[src/design/timer0_defines.svh]
// register offsets, field positions, codes and reset values of the timer 0 control block
`ifndef TIMER0_DEFINES_SVH
`define TIMER0_DEFINES_SVH

// ==========================================
// register map (data-space offsets)
`define T0_OFS_FLAGS 8'h35
`define T0_OFS_GENCTL 8'h43
`define T0_OFS_CTLA 8'h44
`define T0_OFS_CTLB 8'h45
`define T0_OFS_COUNT 8'h46
`define T0_OFS_CMPA 8'h47
`define T0_OFS_CMPB 8'h48
`define T0_OFS_MASK 8'h6e
`define T0_IO_BIAS 8'h20
`define T0_IO_LIMIT 8'h40
`define T0_RESET_BYTE 8'h00

// ==========================================
// field positions
`define T0_B_FORCE_A 7
`define T0_B_FORCE_B 6
`define T0_B_WGM_HI 3
`define T0_F_CS 2:0
`define T0_F_WGM_LO 1:0
`define T0_F_COM_A 7:6
`define T0_F_COM_B 5:4
`define T0_B_TSM 7
`define T0_B_PSR_ASY 1
`define T0_B_PSR_SYNC 0
`define T0_F_IRQ 2:0
`define T0_B_OVF 0

// ==========================================
// codes
`define T0_CS_STOP 3'h0
`define T0_CS_DIV1 3'h1
`define T0_CS_DIV8 3'h2
`define T0_CS_DIV64 3'h3
`define T0_CS_DIV256 3'h4
`define T0_CS_DIV1024 3'h5
`define T0_CS_EXT_FALL 3'h6
`define T0_CS_EXT_RISE 3'h7
`define T0_WGM_CTC 3'h2
`define T0_WGM_LO_PHASE 2'h1
`define T0_WGM_LO_FAST 2'h3
`define T0_COM_TOGGLE 2'h1
`define T0_COM_CLEAR 2'h2
`define T0_COM_SET 2'h3
`define T0_MAX 8'hff
`define T0_BOTTOM 8'h00

// ==========================================
// prescaler taps (low bits all ones)
`define T0_PS_W 10
`define T0_TAP8 10'h007
`define T0_TAP64 10'h03f
`define T0_TAP256 10'h0ff
`define T0_TAP1024 10'h3ff
`define T0_PS_ZERO 10'h000
`define T0_PS_ONE 10'h001

`endif

[src/design/timer0_pkg.sv]
// types shared by the timer 0 control block
package timer0_pkg;
   typedef struct packed {
      logic wrEn;
      logic rdEn;
      logic ioAccess;
      logic [7:0] addr;
      logic [7:0] wrData;
   } regReq_t;

   typedef struct packed {
      logic compareB;
      logic compareA;
      logic overflow;
   } irqVec_t;
endpackage : timer0_pkg

[src/design/timer0_ctrl.sv]
// timer 0 counter, prescaler, compare channels and their register file
`timescale 1ns/1ps
`include "timer0_defines.svh"

// Operation
// - force strobes act only in non-PWM waveform modes, ignored in PWM.
// - force strobe applies an immediate match using current output mode bits.
// - forced match sets no flag, requests no interrupt, never clears counter.
// - force strobe bits always read back as zero.
// - clock select 0 stops; 1 undivided; 2..5 prescaler taps 8,64,256,1024.
// - clock select 6 counts falling, 7 rising edges of external pin.
// - external pin edges count even when the pin is an output.
// - overflow interrupt requested when flag, enable and global enable set.
// - compare interrupts requested when flag, own enable and global enable set.
// - with sync hold set, both prescaler reset bits keep their written values.
// - writing sync hold zero clears both reset bits; counters resume together.
// - async prescaler reset self-clears, waits in async mode, holds under sync hold.
// - sync prescaler reset clears shared prescaler, self-clears unless sync hold.
// - counter is read/write; a write blocks the match on next tick.
// - compare registers compared continuously; match drives flag and wave output.
// - registers decode at offset, below extended area also at offset minus 0x20.
// - writing one clears an interrupt flag, writing zero leaves it.
// - flags cleared on vector execution; compare flags set on match.
// - waveform mode selects normal, clear-on-match or two PWM kinds.
module timer0_ctrl (
   input wire logic core_clk,
   input wire logic reset_n,
   input wire logic clkEn,
   input wire timer0_pkg::regReq_t busReq,
   input wire logic globalIrqEnable,
   input wire timer0_pkg::irqVec_t vectorAck,
   input wire logic asyncModeActive,
   input wire logic asyncResetDone,
   input wire logic extCountPin,
   output logic [7:0] regRdData,
   output timer0_pkg::irqVec_t irqReq,
   output logic waveOutA,
   output logic waveOutB,
   output logic asyncPrescalerRst,
   output logic syncPrescalerRst
);

   // ==========================================
   // register state
   logic [2:0] clockSel_r;
   logic waveModeHi_r;
   logic [1:0] waveModeLo_r;
   logic [1:0] compareMode_r [2];
   logic [7:0] compareValue_r [2];
   logic [7:0] count_r;
   logic countDown_r;
   logic blockMatch_r;
   timer0_pkg::irqVec_t irqFlags_r;
   timer0_pkg::irqVec_t irqMask_r;
   logic syncHold_r;
   logic [`T0_PS_W-1:0] prescale_r;
   logic extPrev_r;
   logic wave_r [2];

   // ==========================================
   // address decode
   logic [7:0] effAddr;
   logic addrOk;
   assign effAddr = busReq.ioAccess ? 8'(busReq.addr + `T0_IO_BIAS) : busReq.addr;
   assign addrOk = !busReq.ioAccess || (busReq.addr < `T0_IO_LIMIT);

   logic wrFlags, wrGen, wrCtlA, wrCtlB, wrCount, wrCmpA, wrCmpB, wrMask;
   assign wrFlags = busReq.wrEn && addrOk && effAddr == `T0_OFS_FLAGS;
   assign wrGen = busReq.wrEn && addrOk && effAddr == `T0_OFS_GENCTL;
   assign wrCtlA = busReq.wrEn && addrOk && effAddr == `T0_OFS_CTLA;
   assign wrCtlB = busReq.wrEn && addrOk && effAddr == `T0_OFS_CTLB;
   assign wrCount = busReq.wrEn && addrOk && effAddr == `T0_OFS_COUNT;
   assign wrCmpA = busReq.wrEn && addrOk && effAddr == `T0_OFS_CMPA;
   assign wrCmpB = busReq.wrEn && addrOk && effAddr == `T0_OFS_CMPB;
   assign wrMask = busReq.wrEn && addrOk && effAddr == `T0_OFS_MASK;
   logic [7:0] wd;
   assign wd = busReq.wrData;

   // ==========================================
   // waveform mode decode
   logic [2:0] waveMode;
   logic isPwm, isFast, isPhase, isCtc;
   logic [7:0] topValue;
   assign waveMode = {waveModeHi_r, waveModeLo_r};
   assign isFast = waveModeLo_r == `T0_WGM_LO_FAST;
   assign isPhase = waveModeLo_r == `T0_WGM_LO_PHASE;
   assign isPwm = isFast || isPhase;
   assign isCtc = waveMode == `T0_WGM_CTC;
   assign topValue = (waveModeHi_r || isCtc) ? compareValue_r[0] : `T0_MAX;

   // ==========================================
   // control register writes
   always_ff @(posedge core_clk) begin
      if (!reset_n) begin
         clockSel_r <= `T0_CS_STOP;
         waveModeHi_r <= 1'b0;
         waveModeLo_r <= 2'h0;
         compareMode_r[0] <= 2'h0;
         compareMode_r[1] <= 2'h0;
         compareValue_r[0] <= `T0_RESET_BYTE;
         compareValue_r[1] <= `T0_RESET_BYTE;
         irqMask_r <= '0;
      end else if (clkEn) begin
         if (wrCtlB) begin
            clockSel_r <= wd[`T0_F_CS];
            waveModeHi_r <= wd[`T0_B_WGM_HI];
         end
         if (wrCtlA) begin
            waveModeLo_r <= wd[`T0_F_WGM_LO];
            compareMode_r[0] <= wd[`T0_F_COM_A];
            compareMode_r[1] <= wd[`T0_F_COM_B];
         end
         if (wrCmpA) begin
            compareValue_r[0] <= wd;
         end
         if (wrCmpB) begin
            compareValue_r[1] <= wd;
         end
         if (wrMask) begin
            irqMask_r <= wd[`T0_F_IRQ];
         end
      end
   end

   // ==========================================
   // general control: sync hold and prescaler resets
   always_ff @(posedge core_clk) begin
      if (!reset_n) begin
         syncHold_r <= 1'b0;
         syncPrescalerRst <= 1'b0;
         asyncPrescalerRst <= 1'b0;
      end else if (clkEn) begin
         if (wrGen) begin
            syncHold_r <= wd[`T0_B_TSM];
            syncPrescalerRst <= wd[`T0_B_PSR_SYNC];
            asyncPrescalerRst <= wd[`T0_B_PSR_ASY];
         end else begin
            if (!syncHold_r) begin
               syncPrescalerRst <= 1'b0;
            end
            if (!syncHold_r && (!asyncModeActive || asyncResetDone)) begin
               asyncPrescalerRst <= 1'b0;
            end
         end
      end
   end

   // ==========================================
   // shared prescaler and tick select
   always_ff @(posedge core_clk) begin
      if (!reset_n) begin
         prescale_r <= `T0_PS_ZERO;
         extPrev_r <= 1'b0;
      end else if (clkEn) begin
         prescale_r <= syncPrescalerRst ? `T0_PS_ZERO : prescale_r + `T0_PS_ONE;
         extPrev_r <= extCountPin;
      end
   end

   logic psRun, tick;
   assign psRun = !syncPrescalerRst;
   always_comb begin
      unique case (clockSel_r)
         `T0_CS_STOP: tick = 1'b0;
         `T0_CS_DIV1: tick = psRun;
         `T0_CS_DIV8: tick = psRun && (prescale_r & `T0_TAP8) == `T0_TAP8;
         `T0_CS_DIV64: tick = psRun && (prescale_r & `T0_TAP64) == `T0_TAP64;
         `T0_CS_DIV256: tick = psRun && (prescale_r & `T0_TAP256) == `T0_TAP256;
         `T0_CS_DIV1024: tick = psRun && prescale_r == `T0_TAP1024;
         `T0_CS_EXT_FALL: tick = extPrev_r && !extCountPin;
         `T0_CS_EXT_RISE: tick = !extPrev_r && extCountPin;
      endcase
   end

   // ==========================================
   // counter
   logic [1:0] match;
   logic overflowEvt, atTop;
   assign atTop = count_r == topValue;
   always_comb begin
      overflowEvt = 1'b0;
      if (tick) begin
         if (isPhase) begin
            overflowEvt = countDown_r && count_r == `T0_BOTTOM;
         end else if (isFast) begin
            overflowEvt = atTop;
         end else begin
            overflowEvt = count_r == `T0_MAX;
         end
      end
   end

   always_ff @(posedge core_clk) begin
      if (!reset_n) begin
         count_r <= `T0_RESET_BYTE;
         countDown_r <= 1'b0;
         blockMatch_r <= 1'b0;
      end else if (clkEn) begin
         if (wrCount) begin
            count_r <= wd;
            blockMatch_r <= 1'b1;
         end else if (tick) begin
            blockMatch_r <= 1'b0;
            if (isPhase) begin
               if (!countDown_r && atTop) begin
                  countDown_r <= 1'b1;
                  count_r <= count_r - 8'h01;
               end else if (countDown_r && count_r == `T0_BOTTOM) begin
                  countDown_r <= 1'b0;
                  count_r <= count_r + 8'h01;
               end else begin
                  count_r <= countDown_r ? count_r - 8'h01 : count_r + 8'h01;
               end
            end else if ((isCtc || isFast) && atTop) begin
               count_r <= `T0_BOTTOM;
               countDown_r <= 1'b0;
            end else begin
               count_r <= count_r + 8'h01;
               countDown_r <= 1'b0;
            end
         end
      end
   end

   // ==========================================
   // compare channels
   logic [1:0] forceHit;
   assign forceHit[0] = wrCtlB && wd[`T0_B_FORCE_A] && !isPwm;
   assign forceHit[1] = wrCtlB && wd[`T0_B_FORCE_B] && !isPwm;

   genvar ch;
   generate
      for (ch = 0; ch < 2; ch++) begin : g_chan
         logic hit, wrapBottom;
         assign hit = tick && !blockMatch_r && count_r == compareValue_r[ch];
         assign match[ch] = hit;
         assign wrapBottom = tick && isFast && atTop;
         always_ff @(posedge core_clk) begin
            if (!reset_n) begin
               wave_r[ch] <= 1'b0;
            end else if (clkEn) begin
               if (!isPwm) begin
                  if (hit || forceHit[ch]) begin
                     unique case (compareMode_r[ch])
                        `T0_COM_TOGGLE: wave_r[ch] <= !wave_r[ch];
                        `T0_COM_CLEAR: wave_r[ch] <= 1'b0;
                        `T0_COM_SET: wave_r[ch] <= 1'b1;
                        default: wave_r[ch] <= wave_r[ch];
                     endcase
                  end
               end else if (compareMode_r[ch] == `T0_COM_TOGGLE) begin
                  if (ch == 0 && waveModeHi_r && hit) begin
                     wave_r[ch] <= !wave_r[ch];
                  end
               end else if (compareMode_r[ch][1]) begin
                  if (wrapBottom) begin
                     wave_r[ch] <= !compareMode_r[ch][0];
                  end else if (hit) begin
                     wave_r[ch] <= isFast ? compareMode_r[ch][0] : compareMode_r[ch][0] ^ countDown_r;
                  end
               end
            end
         end
      end
   endgenerate
   assign waveOutA = wave_r[0];
   assign waveOutB = wave_r[1];

   // ==========================================
   // interrupt flags and requests
   timer0_pkg::irqVec_t flagSet, flagClr;
   assign flagSet = {match[1], match[0], overflowEvt};
   assign flagClr = (wrFlags ? timer0_pkg::irqVec_t'(wd[`T0_F_IRQ]) : '0) | vectorAck;
   always_ff @(posedge core_clk) begin
      if (!reset_n) begin
         irqFlags_r <= '0;
         irqReq <= '0;
      end else if (clkEn) begin
         irqFlags_r <= (irqFlags_r & ~flagClr) | flagSet;
         irqReq <= globalIrqEnable ? (irqFlags_r & irqMask_r) : '0;
      end
   end

   // ==========================================
   // read data
   always_ff @(posedge core_clk) begin
      if (!reset_n) begin
         regRdData <= `T0_RESET_BYTE;
      end else if (clkEn) begin
         regRdData <= `T0_RESET_BYTE;
         if (busReq.rdEn && addrOk) begin
            unique case (effAddr)
               `T0_OFS_FLAGS: regRdData <= {5'h00, irqFlags_r};
               `T0_OFS_GENCTL: regRdData <= {syncHold_r, 5'h00, asyncPrescalerRst, syncPrescalerRst};
               `T0_OFS_CTLA: regRdData <= {compareMode_r[0], compareMode_r[1], 2'h0, waveModeLo_r};
               `T0_OFS_CTLB: regRdData <= {4'h0, waveModeHi_r, clockSel_r};
               `T0_OFS_COUNT: regRdData <= count_r;
               `T0_OFS_CMPA: regRdData <= compareValue_r[0];
               `T0_OFS_CMPB: regRdData <= compareValue_r[1];
               `T0_OFS_MASK: regRdData <= {5'h00, irqMask_r};
               default: regRdData <= `T0_RESET_BYTE;
            endcase
         end
      end
   end
endmodule : timer0_ctrl

[config.mk]
export PLATFORM = sky130hd
export DESIGN_NAME = timer0_ctrl
export DESIGN_NICKNAME = d
export VERILOG_FILES = /design/src/design/timer0_pkg.sv /design/src/design/timer0_ctrl.sv
export VERILOG_INCLUDE_DIRS = /design/src /design/src/design
export SDC_FILE = /design/constraint.sdc
export NUM_CORES = 1
export LEC_CHECK = 0
export BUFFER_PORTS_ARGS = -buffer_cell sky130_fd_sc_hd__buf_2
export CAP_MARGIN = 5
export CORE_ASPECT_RATIO = 1.2
export CORE_UTILIZATION = 30
export CTS_CLUSTER_DIAMETER = 200
export DETAILED_ROUTE_END_ITERATION = 10
export SYNTH_ARGS = -nofsm -noshare
export SYNTH_HDL_FRONTEND = slang
export SYNTH_SLANG_ARGS = --single-unit
export TNS_END_PERCENT = 1
[constraint.sdc]
create_clock -name core_clk -period 8.25 [get_ports core_clk]
set_input_delay 1.2375 -clock core_clk [delete_from_list [all_inputs] [get_ports core_clk]]
set_output_delay 1.2375 -clock core_clk [all_outputs]
set_load 0.01 [all_outputs]
# After elaboration in Yosys (flattened, before gate mapping)
# Memories as Yosys holds them, arrays and structs flattened.
# Cells that the tools add are included.
word_totals:
  in_bits: 29
  wordCells: 294
  mem_bits_rw: 22
  regBits: 47
  output_inout_bits: 15
  mem_count: 3
op_classes:
  reduce_logical: 64
  addsub: 4
  eq_ne: 34
  muxes: 142
  magnitude_cmp: 1
  n_bitwise: 25
memory_table:
  columns: ["name", "depth", "width", "rd", "rd_ports_with_merged_regs", "wr", "line_no", "text"]
  rows:
  - ["compareValue_r", 2, 8, 2, 0, 2, "timer0_ctrl.sv:49", "logic [7:0] compareValue_r [2];"]
  - ["compareMode_r", 2, 2, 2, 0, 2, "timer0_ctrl.sv:48", "logic [1:0] compareMode_r [2];"]
  - ["wave_r", 2, 1, 2, 0, 2, "timer0_ctrl.sv:58", "logic wave_r [2];"]
ops:
  columns: ["op", "n"]
  rows:
  - ["1-bit two-way mux", 123]
  - ["8-bit two-way mux", 12]
  - ["8-bit one-hot mux with 8 select lines", 1]
  - ["8-bit by 7-bit equality test with 1-bit output (second input constant)", 7]
  - ["1-bit logical AND", 30]
  - ["8-bit equality test", 3]
  - ["1-bit bitwise OR", 17]
  - ["8-bit equality test (second input constant)", 2]
  - ["3-bit equality test (second input constant)", 5]
  - ["2-bit AND reduction", 7]
  - ["1-bit zero test", 13]
  - ["10-bit by 1-bit adder with 10-bit output (second input constant)", 1]
  - ["10-bit equality test (second input constant)", 1]
  - ["2-bit equality test (second input constant)", 5]
  - ["10-bit two-way mux", 1]
  - ["3-bit by 2-bit equality test with 1-bit output (second input constant)", 3]
  - ["8-bit by 1-bit adder with 8-bit output (second input constant)", 1]
  - ["8-bit by 6-bit adder with 8-bit output (second input constant)", 1]
  - ["8-bit by 6-bit equality test with 1-bit output (second input constant)", 1]
  - ["8-bit zero test", 1]
  - ["8-bit by 7-bit < comparator with 1-bit output (second input constant)", 1]
  - ["1-bit one-hot mux with 8 select lines", 1]
  - ["8-bit by 1-bit subtractor with 8-bit output (second input constant)", 1]
  - ["1-bit logical OR", 7]
  - ["other kinds (16)", 25]

# Longest topological paths before layout
depth:
  ltp_word: 19
  ltp_mapped: 11
  ltp_nobuf: 10

# Worst setup path before layout
# No wires, ideal clock.
synth_timing:
  kind: "input -> register"
  start: "input busReq[16] (netlist bit)"
  end: "memory compareValue_r[1][2], in the netlist compareValue_r[0][10], enable pin"
  path_buffers: 2
  setup_slack_ns: 4.630
  t_arrival_ns: 3.236
  setup_time_ns: 0.384
  stages: 7
  required_ns: 7.866
  path_cell_list: "buf_2 or3b_4 a221oi_4 and4_1 buf_2 inv_1 o21ai_0"
synth_lines:
  columns: ["item", "line_no", "text"]
  rows:
  - ["from (decl)", "timer0_ctrl.sv:29", "input wire timer0_pkg::regReq_t busReq,"]
  - ["to (decl)", "timer0_ctrl.sv:49", null]

==> metrics.md <==
| Metric | Value |
|---|---|
| Yosys warns | 0 |
| Launch point of the worst hold path | regRdData[0] |
| Tmin final | 3.67 ns |
| H-tree lvl count | 3 |
| Final Slew Violations | 0 |
| Die Ht | 134 um |
| Sequential area share after synthesis | 36.8% |
| Top cell type's share of synthesized area | 21.6% |
| Fin Clk Skew | 0.00783 ns |
| Worst slew pin tran | 1.16 ns |
| Synth Area in Simple Gates | 26.4% |
| Crit path cell chain | buf_2 -> or3b_4 -> a221oi_4 -> and4_1 -> inv_1 -> o21ai_0 |
| Clock Sinks | 69 |
| Pin count of the biggest net entering global routing | 33 |
| CTS tree | done |
| Critical Path Fanout Max | 10 |
| VDD IR-drop max | 95.8 uV |
| Post-CTS Setup Inserts | 0 |
| Crit share post-route | 44.5% |
| Synth Area in Adders | 1.44% |
| Fillers | 1434 |
| Worst R2R Path Depth | 7 |
| # port buffers | 43 |
| WP data required | 8.20 ns |
| Number of synthesized flops with an enable pin | 22 |
| Drt initial violations | 304 |
| Number of max-cap violations | 0 |
| Syn avg cell area | 8.79 um2 |
| Io pins | 44 |
| Clock latency on the worst-skew pair | 0.33 ns |
| Non-Filler Instances | 701 |
| Initial antenna violation count | 0 |
| Synthesized flop and latch total | 69 |
| Via count | 3997 |
| ANT cells | 0 |
| TritonRoute pass-1 iters | 8 |
| Remaining DRCs | 3 |
| Congestion Overflow GR | 0 |
| Final Net Count | 559 |
| Mux share of post-synthesis cell area | 5.66% |
| Most frequent cells in the layout | nand2_1, dfxtp_1, nor2_1, buf_2, o21ai_0 |
| Status | finished with violations |
| Mean routed wirelength per cell | 18.5 um |
| Total Wirelength | 13.0 mm |
| Post-Place Setup Slack | 4.22 ns |
| First-pass GRT wire length | 20.4 mm |
| Core area | 0.0140 mm2 |
| Vias in the first global route | 3873 |
| HPWL after DPL | 9.76 mm |
| Sink of the worst hold path | regRdData[0] |
| XOR/XNOR Fraction of Synth Area | 3.22% |
| Clock Tree Buf Depth | 2 |
| Largest family of logic cells by synthesized area | simple AND/OR/NAND/NOR gates |
| Leak | 1.73 nW |
| Setup crit end kind | flip-flop |
| Placed insts | 685 |
| Max-Slew Margin vs Limit | 22.0% |
| Reg2reg end | wave_r[0] |
| P&R area growth vs syn | 13.9% |
| Antenna Violating Nets Remaining | 0 |
| Area contributors post-synth | dfxtp_1, edfxtp_1, mux2i_1, nand2_1, nor2_1 |
| Mapped Nets | 529 |
| CP startpoint kind | input port |
| Post-CTS Hold Buffers | 0 |
| CP Class | input port to flip-flop |
| Via density | 5.70 |
| Endpoints failing setup | 0 |
| Die width | 112 um |
| Area leader, netlist | dfxtp_1 |
| Worst setup margin | 4.58 ns |
| Final Wtd Congestion | 0.866 |
| Main synth FF type | dfxtp_1 |
| Cell Area, Synth | 0.00435 mm2 |
| Die ar. | 0.0150 mm2 |
| Clock Tree Root | clkbuf_16 |
| Final setup TNS | 0 ns |
| Critical path's slowest cell | o21ai_0 |
| CTS resizes | 0 |
| Reg clk slew, reported paths | 0.06 ns |
| Post-synth ARST share | 0% |
| Worst r2r src | count_r[3] |
| Power Dens Cells | 159 mW/mm2 |
| Violated checks | design-rule violations |
| Global-route usage over all layers | 17.5% |
| Worst EP arrival | 3.62 ns |
| Netlist cell types | 77 |
| Post-synthesis cell count | 495 |
| Max Clk Rate | 273 MHz |
| Flop2flop setup slack | 5.13 ns |
| Critical path's largest stage delay | 0.87 ns |
| Row count | 47 |
| Worst Hold Path Cells | 2 |
| Hold Vio Cnt, Final | 0 |
| CTS Buf Count | 9 |
| Min-delay worst type | flip-flop to flip-flop |
| Share of post-route cells with drive strength above 1 | 16.6% |
| RSZ-0062 raised after global routing | no |
| Initial Utilization | 31.1% |
| Overall power | 0.000789 W |
| Compound-cell area share of the yosys netlist | 22.2% |
==> power by group <==
part / total (W) / internal (W) / switching (W)
Sequential: 0.000363 / 0.000357 / 0.00000684
Clock: 0.000370 / 0.000222 / 0.000148
Combinational: 0.0000561 / 0.0000186 / 0.0000375
Total: 0.000789 / 0.000597 / 0.000193
==> how the worst max path moves through the flow <==
stage	cells after the start	slack (ns)	end	start
5_1_grt	6	4.38	compareValue_r[0][8]	busReq[16]
6_report	6	4.58	compareValue_r[0][11]	busReq[16]
3_5_place_dp	6	4.22	compareValue_r[0][15]	busReq[16]
2_1_floorplan	7	4.63	compareValue_r[0][10]	busReq[16]
3_3_place_gp	6	4.40	compareValue_r[0][10]	busReq[16]
4_1_cts	6	4.56	compareValue_r[0][10]	busReq[16]
==> final cells by class <==
class / instances / area [um2] / area share (%)
inverter: 19 / 71.3 / 1.44
clock buffer: 11 / 254 / 5.12
clock inverter: 5 / 31.3 / 0.631
timing repair buffer: 44 / 223 / 4.49
sequential: 69 / 1600 / 32.3
multi-input combinational: 382 / 2560 / 51.7
tap: 171 / 214 / 4.31
==> state kept, by name (all words and copies together), names as in the netlist <==
name	cells
regRdData	8
syncPrescalerRst	1
compareMode_r	4
wave_r	2
extPrev_r	1
waveModeHi_r	1
waveModeLo_r	2
prescale_r	10
countDown_r	1
irqFlags_r	3
blockMatch_r	1
count_r	8
compareValue_r	16
syncHold_r	1
irqReq	3
clockSel_r	3
asyncPrescalerRst	1
irqMask_r	3
==> logic make-up (layout without fill, tap and decap cells) <==
| family | after synthesis | after routing |
|---|---|---|
| buffers and inverters | 44 | 79 |
| adders and majority gates | 5 | 5 |
| muxes | 22 | 22 |
| and+or+nand+nor | 208 | 208 |
| DFF | 69 | 69 |
| AOI/OAI and AO/OA | 131 | 131 |
| xor gates and xnor gates | 16 | 16 |
==> synthesized netlist by cell type (all sizes together), types with 3 or more instances <==
library cell and instances:
o22ai 3, clkbuf 17, a22o 3, a21oi 27, o2bb2ai 6, and3 6, a2111oi 5, nand2b 13
nor3b 3, a221o 3, a211oi 5, a222oi 3, nand4 11, nand2 49, nand3b 3, nor3 11
nand4b 4, nor2b 10, buf 8, o221ai 7, or3 6, ha 5, nand3 21, and2 16
inv 19, nor2 45, xor2 5, edfxtp 22, o21ai 32, xnor2 11, dfxtp 47, a31oi 8
a22oi 9, mux2i 19
==> per-layer routing <==
| layer | wire [um] | track usage [%] | vias up |
|---|---|---|---|
| li1 | - | - | 1887 |
| met1 | 5230 | 20.2 | 1938 |
| met2 | 6660 | 31.4 | 145 |
| met3 | 744 | 3.07 | 27 |
| met4 | 338 | 8.00 | 0 |
| met5 | 0 | 0 | - |
==> worst max-delay path: cells and delay by family <==
| kind | cells | cell delay (ns) |
|---|---|---|
| AND/OR/NAND/NOR | 2 | 0.86 |
| AO/OA/AOI/OAI | 2 | 1.27 |
| buffers and inverters | 2 | 0.24 |
==> stage by stage <==
step | hold WS, ns | instance area (um2) | utilization, %
2_1_floorplan | 0.458 | 4350 | -
3_3_place_gp | 0.450 | 4670 | 33.4
3_5_place_dp | 0.457 | 4670 | 33.4
4_1_cts | 0.465 | 4960 | 35.4
5_1_grt | 0.483 | 4960 | 35.4
6_report | 0.459 | 4960 | 35.4
Power figures use the tool's default switching activity.
